$ cat src/design/bst_pkg.sv
// Package with the constants and types of the boundary-scan test port.
package bst_pkg;

  // Controller states, Gray coded along the data and instruction paths.
  typedef enum logic [3:0] {
    BST_RESET      = 4'h0,
    BST_IDLE       = 4'h1,
    BST_SEL_DR     = 4'h3,
    BST_CAP_DR     = 4'h2,
    BST_SHIFT_DR   = 4'h6,
    BST_EXIT1_DR   = 4'h7,
    BST_PAUSE_DR   = 4'h5,
    BST_EXIT2_DR   = 4'h4,
    BST_UPD_DR     = 4'hc,
    BST_SEL_IR     = 4'hd,
    BST_CAP_IR     = 4'hf,
    BST_SHIFT_IR   = 4'he,
    BST_EXIT1_IR   = 4'ha,
    BST_PAUSE_IR   = 4'hb,
    BST_EXIT2_IR   = 4'h9,
    BST_UPD_IR     = 4'h8
  } bst_state_t;

  // Width of the instruction register.
  localparam int unsigned BST_IR_W = 4;

  // Instruction opcodes; bypass is all ones as usual.
  localparam logic [BST_IR_W-1:0] BST_OP_EXTEST  = 4'h0;
  localparam logic [BST_IR_W-1:0] BST_OP_SAMPLE  = 4'h1;
  localparam logic [BST_IR_W-1:0] BST_OP_BYPASS  = 4'hf;

  // Fixed capture pattern of the instruction register (low bits 01).
  localparam logic [BST_IR_W-1:0] BST_IR_CAPTURE = 4'h1;

  // Number of scanned digital pins in the boundary chain.
  localparam int unsigned BST_PINS = 8;

  // Sampled test pins travelling together.
  typedef struct packed {
    logic tck;   // Test clock level.
    logic tms;   // Test mode select level.
    logic tdi;   // Test data input level.
    logic trst;  // Test reset, active low.
  } bst_pins_t;

  // Edge events found on the test clock.
  typedef struct packed {
    logic rise;  // Rising test clock edge seen.
    logic fall;  // Falling test clock edge seen.
  } bst_edges_t;

endpackage : bst_pkg

$ cat src/design/bst_sync.sv
// Three-flop synchroniser with edge finding for the test pins.
`timescale 1ns/1ps
module bst_sync
  import bst_pkg::*;
(
  input  wire logic       mclk,   // System clock.
  input  wire logic       rstn,   // Synchronous reset, active low.
  input  wire bst_pkg::bst_pins_t  pins,   // Raw test pin levels.
  output bst_pkg::bst_pins_t       level,  // Filtered pin levels.
  output bst_pkg::bst_edges_t      edges   // Test clock edges, one-cycle pulses.
);

  // Idle pin levels: clock low, pulled-up inputs high, so no false edge or level change follows reset.
  localparam bst_pins_t PINS_IDLE = '{tck: 1'b0, tms: 1'b1, tdi: 1'b1, trst: 1'b1};

  bst_pins_t s1;       // First stage, read only by the second.
  bst_pins_t s2;       // Second stage.
  bst_pins_t s3;       // Third stage.
  bst_pins_t next_level;  // Next filtered value.
  bst_edges_t next_edges; // Next edge pulses.

  // A bit changes only once the second and third stages agree, which rejects a single metastable sample.
  always_comb
  begin
    next_level = level;
    next_edges = '0;
    for (int i = 0; i < $bits(bst_pins_t); i++)
    begin
      if (s2[i] == s3[i])
      begin
        next_level[i] = s3[i];
      end
    end
    next_edges.rise = next_level.tck & ~level.tck;
    next_edges.fall = ~next_level.tck & level.tck;
  end

  // Registers only; reset loads the idle pin levels that the pull-ups give.
  always_ff @(posedge mclk)
  begin
    if (!rstn)
    begin
      s1    <= PINS_IDLE;
      s2    <= PINS_IDLE;
      s3    <= PINS_IDLE;
      level <= PINS_IDLE;
      edges <= '0;
    end
    else
    begin
      s1    <= pins;
      s2    <= s1;
      s3    <= s2;
      level <= next_level;
      edges <= next_edges;
    end
  end

endmodule : bst_sync

$ cat src/design/bst_tap.sv
// Boundary-scan test access port controller with bypass and boundary chain.
`timescale 1ns/1ps
// Operation
// - Test reset low forces controller reset after the pin filter delay, without a clock edge.
// - Data input captured on rising test clock.
// - Data output updated on falling test clock.
// - Mode select steers sixteen-state controller.
// - Output three-stated unless shifting.
// - Digital pins scanned in test mode.
// - Output clock pins have no cell.
module bst_tap
  import bst_pkg::*;
#(
  parameter int unsigned PINS = BST_PINS  // Scanned digital pin count.
)
(
  input  wire logic             mclk,                 // System clock, 125 MHz.
  input  wire logic             rstn,                 // Synchronous reset, active low.
  input  wire logic             test_reset_n,         // Test reset pin, active low.
  input  wire logic             test_clock,           // Test clock pin.
  input  wire logic             test_mode_select,     // Test mode select pin.
  input  wire logic             test_data_in,         // Test data input pin.
  output logic                  test_data_out,        // Test data output value.
  output logic                  test_data_out_oe_n,   // Output enable, low while driving.
  input  wire logic [PINS-1:0]  core_out,             // Functional pin drive from the core.
  input  wire logic [PINS-1:0]  core_oe_n,            // Functional enable, low drives.
  input  wire logic [PINS-1:0]  pad_in,               // Levels seen at the pads.
  output logic      [PINS-1:0]  pad_out,              // Value sent to the pads.
  output logic      [PINS-1:0]  pad_oe_n,             // Pad enable, low drives.
  output logic      [PINS-1:0]  core_in,              // Pad levels passed to the core.
  input  wire logic [PINS-1:0]  clock_out_core,       // Output clocks from the synthesiser.
  output logic      [PINS-1:0]  output_clock_pins,    // Output clocks to their pads.
  output logic                  test_mode             // EXTEST is active.
);

  bst_pins_t          lvl;          // Filtered pin levels.
  bst_edges_t         edg;          // Test clock edges.
  bst_state_t         state;        // Controller state.
  bst_state_t         next_state;   // Next controller state.
  logic [BST_IR_W-1:0] ir_shift;    // Instruction shift stage.
  logic [BST_IR_W-1:0] ir;          // Active instruction.
  logic               bypass;       // Bypass bit.
  logic [2*PINS-1:0]  bsr_shift;    // Boundary shift stage, data and enable per pin.
  logic [2*PINS-1:0]  bsr_upd;      // Boundary update latches.
  logic [BST_IR_W-1:0] next_ir_shift;
  logic [BST_IR_W-1:0] next_ir;
  logic               next_bypass;
  logic [2*PINS-1:0]  next_bsr_shift;
  logic [2*PINS-1:0]  next_bsr_upd;
  logic               next_tdo;
  logic               next_tdo_oe_n;
  logic [PINS-1:0]    next_pad_out;
  logic [PINS-1:0]    next_pad_oe_n;
  logic [PINS-1:0]    next_core_in;
  logic               next_test_mode;

  // The test clock is sampled, not used as a clock, so all logic stays on mclk.
  bst_sync u_sync (
    .mclk  (mclk),
    .rstn  (rstn),
    .pins  ({test_clock, test_mode_select, test_data_in, test_reset_n}),
    .level (lvl),
    .edges (edg)
  );

  // Next state of the sixteen-state controller from mode select.
  function automatic bst_state_t tap_next(input bst_state_t s, input logic m);
    unique case (s)
      BST_RESET:    tap_next = m ? BST_RESET    : BST_IDLE;
      BST_IDLE:     tap_next = m ? BST_SEL_DR   : BST_IDLE;
      BST_SEL_DR:   tap_next = m ? BST_SEL_IR   : BST_CAP_DR;
      BST_CAP_DR:   tap_next = m ? BST_EXIT1_DR : BST_SHIFT_DR;
      BST_SHIFT_DR: tap_next = m ? BST_EXIT1_DR : BST_SHIFT_DR;
      BST_EXIT1_DR: tap_next = m ? BST_UPD_DR   : BST_PAUSE_DR;
      BST_PAUSE_DR: tap_next = m ? BST_EXIT2_DR : BST_PAUSE_DR;
      BST_EXIT2_DR: tap_next = m ? BST_UPD_DR   : BST_SHIFT_DR;
      BST_UPD_DR:   tap_next = m ? BST_SEL_DR   : BST_IDLE;
      BST_SEL_IR:   tap_next = m ? BST_RESET    : BST_CAP_IR;
      BST_CAP_IR:   tap_next = m ? BST_EXIT1_IR : BST_SHIFT_IR;
      BST_SHIFT_IR: tap_next = m ? BST_EXIT1_IR : BST_SHIFT_IR;
      BST_EXIT1_IR: tap_next = m ? BST_UPD_IR   : BST_PAUSE_IR;
      BST_PAUSE_IR: tap_next = m ? BST_EXIT2_IR : BST_PAUSE_IR;
      BST_EXIT2_IR: tap_next = m ? BST_UPD_IR   : BST_SHIFT_IR;
      BST_UPD_IR:   tap_next = m ? BST_SEL_DR   : BST_IDLE;
    endcase
  endfunction : tap_next

  // True when the active instruction routes the boundary chain between the data pins.
  function automatic logic uses_chain(input logic [BST_IR_W-1:0] op);
    uses_chain = (op == BST_OP_EXTEST) || (op == BST_OP_SAMPLE);
  endfunction : uses_chain

  // Picks the data cell (odd low) or enable cell (odd high) of every pin from a chain image.
  function automatic logic [PINS-1:0] cell_pick(input logic [2*PINS-1:0] v, input logic odd);
    for (int i = 0; i < PINS; i++)
    begin
      cell_pick[i] = v[2*i+int'(odd)];
    end
  endfunction : cell_pick

  // Controller and scan register updates happen on a sampled rising edge; test reset and the output take no rising edge.
  always_comb
  begin
    next_state     = state;
    next_ir_shift  = ir_shift;
    next_ir        = ir;
    next_bypass    = bypass;
    next_bsr_shift = bsr_shift;
    next_bsr_upd   = bsr_upd;
    next_tdo       = test_data_out;
    next_tdo_oe_n  = test_data_out_oe_n;
    // Test reset wins without any clock edge; only the filter delay applies.
    if (!lvl.trst)
    begin
      next_state    = BST_RESET;
      next_ir       = BST_OP_BYPASS;
      next_tdo_oe_n = 1'b1;
    end
    else
    begin
      if (edg.rise)
      begin
        next_state = tap_next(state, lvl.tms);
        unique case (state)
          BST_RESET:
          begin
            next_ir = BST_OP_BYPASS;
          end
          BST_CAP_IR:
          begin
            next_ir_shift = BST_IR_CAPTURE;
          end
          BST_SHIFT_IR:
          begin
            next_ir_shift = {lvl.tdi, ir_shift[BST_IR_W-1:1]};
          end
          BST_UPD_IR:
          begin
            next_ir = ir_shift;
          end
          BST_CAP_DR:
          begin
            next_bypass = 1'b0;
            for (int i = 0; i < PINS; i++)
            begin
              next_bsr_shift[2*i]   = pad_in[i];
              next_bsr_shift[2*i+1] = core_oe_n[i];
            end
          end
          BST_SHIFT_DR:
          begin
            if (uses_chain(ir))
            begin
              next_bsr_shift = {lvl.tdi, bsr_shift[2*PINS-1:1]};
            end
            else
            begin
              next_bypass = lvl.tdi;
            end
          end
          BST_UPD_DR:
          begin
            if (uses_chain(ir))
            begin
              next_bsr_upd = bsr_shift;
            end
          end
          default:
          begin
            next_bypass = bypass;
          end
        endcase
      end
      // Output moves only on the falling edge, half a cycle after capture.
      if (edg.fall)
      begin
        if (state == BST_SHIFT_IR)
        begin
          next_tdo      = ir_shift[0];
          next_tdo_oe_n = 1'b0;
        end
        else if (state == BST_SHIFT_DR)
        begin
          next_tdo      = uses_chain(ir) ? bsr_shift[0] : bypass;
          next_tdo_oe_n = 1'b0;
        end
        else
        begin
          next_tdo_oe_n = 1'b1;
        end
      end
    end
  end

  // Pad muxing; output clocks bypass the chain entirely.
  always_comb
  begin
    next_test_mode = (ir == BST_OP_EXTEST);
    next_core_in   = pad_in;
    next_pad_out   = next_test_mode ? cell_pick(bsr_upd, 1'b0) : core_out;
    next_pad_oe_n  = next_test_mode ? cell_pick(bsr_upd, 1'b1) : core_oe_n;
  end

  // Registers only.
  always_ff @(posedge mclk)
  begin
    if (!rstn)
    begin
      state              <= BST_RESET;
      ir_shift           <= BST_IR_CAPTURE;
      ir                 <= BST_OP_BYPASS;
      bypass             <= 1'b0;
      bsr_shift          <= '0;
      bsr_upd            <= '0;
      test_data_out      <= 1'b0;
      test_data_out_oe_n <= 1'b1;
      pad_out            <= '0;
      pad_oe_n           <= '1;
      core_in            <= '0;
      test_mode          <= 1'b0;
      output_clock_pins  <= '0;
    end
    else
    begin
      state              <= next_state;
      ir_shift           <= next_ir_shift;
      ir                 <= next_ir;
      bypass             <= next_bypass;
      bsr_shift          <= next_bsr_shift;
      bsr_upd            <= next_bsr_upd;
      test_data_out      <= next_tdo;
      test_data_out_oe_n <= next_tdo_oe_n;
      pad_out            <= next_pad_out;
      pad_oe_n           <= next_pad_oe_n;
      core_in            <= next_core_in;
      test_mode          <= next_test_mode;
      output_clock_pins  <= clock_out_core;
    end
  end

  // Test reset held low leads to the reset state within a few cycles.
  AST_TRST_RESET: assert property (@(posedge mclk) disable iff (!rstn)
    (!lvl.trst) |=> (state == BST_RESET)) else $error("Test reset did not reset the controller.");

  // Output only changes right after a falling edge.
  AST_TDO_FALL: assert property (@(posedge mclk) disable iff (!rstn)
    $changed(test_data_out) |-> $past(edg.fall)) else $error("Data output changed off the falling edge.");

  // Output driven only after shifting states.
  AST_TDO_Z: assert property (@(posedge mclk) disable iff (!rstn)
    (!test_data_out_oe_n && !$past(test_data_out_oe_n)) || test_data_out_oe_n
    || $past(state == BST_SHIFT_IR || state == BST_SHIFT_DR)) else $error("Output enabled outside shifting.");

  // State only moves on a rising edge or test reset.
  AST_TMS_STEP: assert property (@(posedge mclk) disable iff (!rstn)
    $changed(state) |-> $past(edg.rise) || !$past(lvl.trst)) else $error("State moved without an edge.");

  // A rising edge with mode select high in Select-IR reaches reset, the last of five such steps.
  AST_FIVE_ONES: assert property (@(posedge mclk) disable iff (!rstn)
    (edg.rise && lvl.tms && state == BST_SEL_IR && lvl.trst) |=> (state == BST_RESET))
    else $error("Select IR with mode high missed reset.");

  // Reset state loads bypass.
  AST_RESET_BYPASS: assert property (@(posedge mclk) disable iff (!rstn)
    (state == BST_RESET && edg.rise) |=> (ir == BST_OP_BYPASS)) else $error("Bypass not loaded in reset.");

  // EXTEST drives every pad value and enable from its own update cell one cycle later.
  AST_EXTEST_PAD: assert property (@(posedge mclk) disable iff (!rstn)
    (ir == BST_OP_EXTEST) |=> ((pad_out == cell_pick($past(bsr_upd), 1'b0))
    && (pad_oe_n == cell_pick($past(bsr_upd), 1'b1)))) else $error("Pad not driven by chain.");

  // Output clocks follow the core one cycle later in any mode.
  AST_OC_PASS: assert property (@(posedge mclk) disable iff (!rstn)
    1'b1 |=> (output_clock_pins == $past(clock_out_core))) else $error("Output clocks were captured by test.");

endmodule : bst_tap

$ cat config.mk
export PLATFORM = sky130hd
export DESIGN_NAME = bst_tap
export DESIGN_NICKNAME = d
export VERILOG_FILES = /design/src/design/bst_pkg.sv /design/src/design/bst_sync.sv /design/src/design/bst_tap.sv
export SDC_FILE = /design/constraint.sdc
export NUM_CORES = 1
export LEC_CHECK = 0
export ABC_AREA = 0
export BUFFER_PORTS_ARGS = -buffer_cell sky130_fd_sc_hd__buf_2
export CAP_MARGIN = 5
export CORE_UTILIZATION = 35
export CTS_CLUSTER_DIAMETER = 50
export DETAILED_ROUTE_END_ITERATION = 16
export MAX_ROUTING_LAYER = met4
export PLACE_DENSITY = 0.61
export RECOVER_POWER = 100
export SLEW_MARGIN = 20
export SYNTH_ARGS = -nofsm -noshare
export SYNTH_HDL_FRONTEND = slang
export SYNTH_SLANG_ARGS = --single-unit
$ cat constraint.sdc
create_clock -name mclk -period 4.53 [get_ports mclk]
set_input_delay 0.2265 -clock mclk [delete_from_list [all_inputs] [get_ports mclk]]
set_output_delay 0.2265 -clock mclk [all_outputs]
set_load 0.005 [all_outputs]
Word-level counts from Yosys, hierarchy flattened
Index checks and enable logic that the tools add are counted.
- register bits after elaboration: 98
- input port bits: 38
- word-level logic and storage cells: 101
- muxes and demuxes: 27
- equality and inequality tests: 22
- bitwise gates (word level): 4
- reductions and logical operators: 17
- operators with widths (kind ; number):
    4-bit one-hot mux with 12 select lines ; 1
    4-bit == test, second input constant ; 8
    16-bit one-hot mux with 2 select lines ; 1
    4-bit by 3-bit == test with 1-bit output, second input constant ; 4
    16-bit two-way mux ; 1
    4-bit two-way mux ; 4
    8-bit two-way mux ; 2
    4-bit one-hot mux with 2 select lines ; 2
    4-bit AND reduction ; 3
    1-bit two-way mux ; 10
    4-bit by 1-bit == test with 1-bit output, second input constant ; 2
    4-bit by 2-bit == test with 1-bit output, second input constant ; 2
    4-bit logical NOT ; 2
    2-bit nonzero test ; 4
    2-bit two-way mux ; 3
    3-bit two-way mux ; 2
    3-bit AND reduction ; 2
    1-bit == test ; 4
    2-bit inequality test, second input constant ; 2
    2-bit AND reduction ; 2
    2-bit OR reduction ; 2
    3-bit OR reduction ; 1
    1-bit bitwise AND ; 2
    1-bit inverter ; 2
    other kinds (2) ; 2

Logic depth before layout (Yosys ltp)
- word-level depth: 5
- mapped depth: 7
- mapped depth without buffers: 4

Modules after synthesis
A second synthesis with hierarchy kept.
- cells, all modules: 381
- area, all modules: 3781.1 um^2
- modules (own cells, without submodules) (module ; cells an instance ; area an instance (um^2) ; instances ; sequential area each (um^2)):
    bst_tap ; 336 ; 3248.1 ; 1 ; 1601.5
    bst_sync ; 45 ; 533.0 ; 1 ; 360.3

Least setup slack after synthesis
No wires, ideal clock.
- path type: reg2reg
- from: reg state[3]
- to: reg bsr_shift[12]
- slack: 2836 ps
- stages on the path, launching flop included: 7
- arrival: 1578 ps
- period minus slack after synthesis: 1694 ps
- data required time: 4414 ps
- path through: dfxtp_1 -> and4bb_1 -> buf_6 -> a2111oi_4 -> buf_6 -> nand2_1 -> o211a_1
- cells in the longest elaborated chain, start to end: 3
- ends and longest elaborated chain (element ; RTL line ; text):
    start, declared ; bst_tap.sv:38 ; bst_state_t state;
    start signal, assigned ; bst_tap.sv:225 ; state <= next_state;
    4-bit by 3-bit == test with 1-bit output or 4-bit by 2-bit == test with 1-bit output (tied branches) ; bst_tap.sv:124 ; unique case (state)
    2-bit inequality test (no source line) or 2-bit nonzero test (tied branches) ; n/a ;
    4-bit AND reduction (no source line) ; n/a ;
    end signal, assigned ; bst_tap.sv:229 ; bsr_shift <= next_bsr_shift;
    end, declared ; bst_tap.sv:43 ; logic [2*PINS-1:0] bsr_shift;
Parallel ways exist; a longest one is shown, timed or not.
A chain may end at the register's enable or synchronous reset.

Worst setup path in the final report
- from: in rstn
- to: reg pad_oe_n[0]
- RTL lines (element ; RTL line ; text):
    start, declared ; bst_tap.sv:18 ; input wire logic rstn,
    end signal, assigned ; bst_tap.sv:234 ; pad_oe_n <= next_pad_oe_n;
    end, declared ; bst_tap.sv:29 ; output logic [PINS-1:0] pad_oe_n,
No word-level cell between the ends.

==> impl_metrics.tcl <==
set metrics [dict create \
    status "finished with violations" \
    violations "max-capacitance violations, max-slew violations" \
    syn2layout_area_growth_pct 16.5 \
    multi_input_area_mm2 0.00168 \
    syn-num-nets 424 \
    worstReg2RegEnd "bsr_shift[9]" \
    core-area_mm2 0.0104 \
    cts_hold_buf 0 \
    insertion_delay_ns 0.36 \
    ys_seq_area_share_pct 51.7 \
    fin_area_mm2 0.00442 \
    viasPerCell 4.76 \
    mostFrequentLayoutCell "dfxtp_1" \
    antenna_found_initial 0 \
    tightest_slew_ns 2.76 \
    ys_seq_elements 98 \
    cts_setup_buffers 0 \
    hold_viol 0 \
    relSlewSlack_pct -84.2 \
    die_area_mm2 0.0113 \
    cts_tree "yes" \
    grt_pass1_vias 2686 \
    ys_warn_count 0 \
    ys_types 41 \
    cellPowerDensity_mw_per_mm2 361 \
    diodes 0 \
    startpoint_type "input pin" \
    irDropWorstVdd_v 0.000188 \
    cts_max_path_buffers 2 \
    cp-end-kind "flip-flop" \
    io_pins 73 \
    rsz0062_at_grt "no" \
    fin_nets 483 \
    fin_cells 586 \
    p_total_mw 1.59 \
    grt_overflow 0 \
    drc 0 \
    worstHoldPathCells 2 \
    place_inst 570 \
    antenna_left 0 \
    post-route-util_pct 42.4 \
    root_buffer "clkbuf_8" \
    gp_congestion 0.742 \
    synth.avg_cell_area_um2 9.82 \
    setup_viol 0 \
    slew_viol_final 78 \
    hp-class "input pin to flip-flop" \
    initialDrtViolationCount 163 \
    path_clk_slew_ns 0.10 \
    reg2reg_depth 5 \
    seq_area_mm2 0.00196 \
    grt_max_degree 78 \
    setup_slack_ns 1.68 \
    dp_hpwl_um 4970 \
    port_buffers 72 \
    netlist_area_mm2 0.00379 \
    h-tree-depth 3 \
    hold_slack_ns 0.0438 \
    start_util_pct 36.4 \
    finalCritPeriodShare_pct 62.9 \
    holdCritStartpoint "test_data_in" \
    r2r_setup_slack_ns 1.89 \
    postPlaceCellArea_mm2 0.00421 \
    grt_pass1_wl_um 12400 \
    track_usage_pct 14.2 \
    async_reset_ff_share_pct 0 \
    drv_cap 1 \
    die_w_um 106 \
    ctsResizeCount 0 \
    cts_buffers 9 \
    first_pass_iters 4 \
    cp.required_ns 4.61 \
    worstHoldEndpoint "u_sync.s1[1]" \
    die-height_um 106 \
    layout-drive-gt1-share_pct 18.9 \
    num_rows 37 \
    num-fill-cells 1018 \
    synth_edf_count 0 \
    synth-main-ff-cell "dfxtp_1" \
    layout_min_cycle_time_ns 2.85 \
    synth_cells 386 \
    fin_tns_setup_ns 0 \
    place_ws_ns 1.96 \
    fin_skew_ns 0.0170 \
    criticalPathCategory "input pin to flip-flop" \
    drt_wl_total_um 7460 \
    worstReg2RegStart "state[3]" \
    vias 2788 \
    p_leak_nw 1.99 \
    cts.sinks 98 \
    detail_route.wl_per_cell_um 12.7 \
    cp.arrival_ns 2.93 \
    final_cell_mix "98 x dfxtp_1, 63 x nand2_1, 57 x buf_2, 34 x mux2i_1, 19 x nor2b_1" \
    crit_path_max_fanout 77 \
    fmax_ghz 0.351 \
]
-- flip-flops by register name, summed over array words and instances (netlist names), 8 cells and up --
name and cells:
bsr_shift 16, bsr_upd 16, core_in 8, output_clock_pins 8, pad_oe_n 8, pad_out 8
-- worst max-delay path, stage by stage --
cell and delay (ns):
clkbuf_1 0.38, clkbuf_1 2.00, nand3_1 0.30
-- cell usage after synthesis (5+ instances only) --
cell type,count,area (um2)
dfxtp_1,98,1960
nand2_1,63,236
mux2i_1,34,340
and2_1,20,125
nor2b_1,19,119
clkbuf_1,18,67.6
o211a_1,16,160
nand2b_1,14,87.6
o21ai_0,14,70.1
a21boi_0,12,90.1
nor2_1,12,45.0
nand3_1,11,55.1
a21oi_1,7,35.0
and3b_1,5,43.8
buf_2,5,25.0
-- cells by family (layout without fill, tap and decap cells) --
group                  count (synthesis)  count (layout)  synth area share, %
AOI/OAI and AO/OA                     62              62                 12.7
and+or+nand+nor                      163             163                 22.6
buffers and inverters                 29              93                 3.93
muxes                                 34              34                 8.98
DFF                                   98              98                 51.7
-- how the worst max path moves through the flow --
stage | end | slack (ns) | cells after the start | start
after floorplan | bsr_shift[12] | 2.84 | 6 | state[3]
after global placement | bsr_shift[8] | 2.02 | 5 | state[3]
after detailed placement | bsr_shift[9] | 1.96 | 5 | state[3]
after CTS | bsr_shift[9] | 1.92 | 5 | state[3]
after global routing | u_sync.level[1] | 1.23 | 3 | rstn
final | pad_oe_n[0] | 1.68 | 3 | rstn
-- layer usage --
| layer | track usage [%] | wire length [um] |
|---|---|---|
| met1 | 17.7 | 3560 |
| met2 | 22.6 | 3480 |
| met3 | 3.19 | 308 |
| met4 | 5.06 | 118 |
| met5 | - | 0 |
-- report_power, final --
group | total (mW) | internal, mW | switching [mW]
registers | 0.886 | 0.880 | 0.00527
logic | 0.0681 | 0.0356 | 0.0325
clock network | 0.639 | 0.332 | 0.307
total | 1.59 | 1.25 | 0.345
-- final cells by class --
| type | count | share of cell area (%) |
|---|---|---|
| timing repair buffer | 76 | 8.33 |
| sequential | 98 | 44.4 |
| clock inverter | 6 | 2.15 |
| clock buffer | 10 | 3.12 |
| tap | 136 | 3.85 |
| multi-input combinational | 259 | 38.0 |
| inverter | 1 | 0.0850 |
Power figures use the tool's default switching activity.
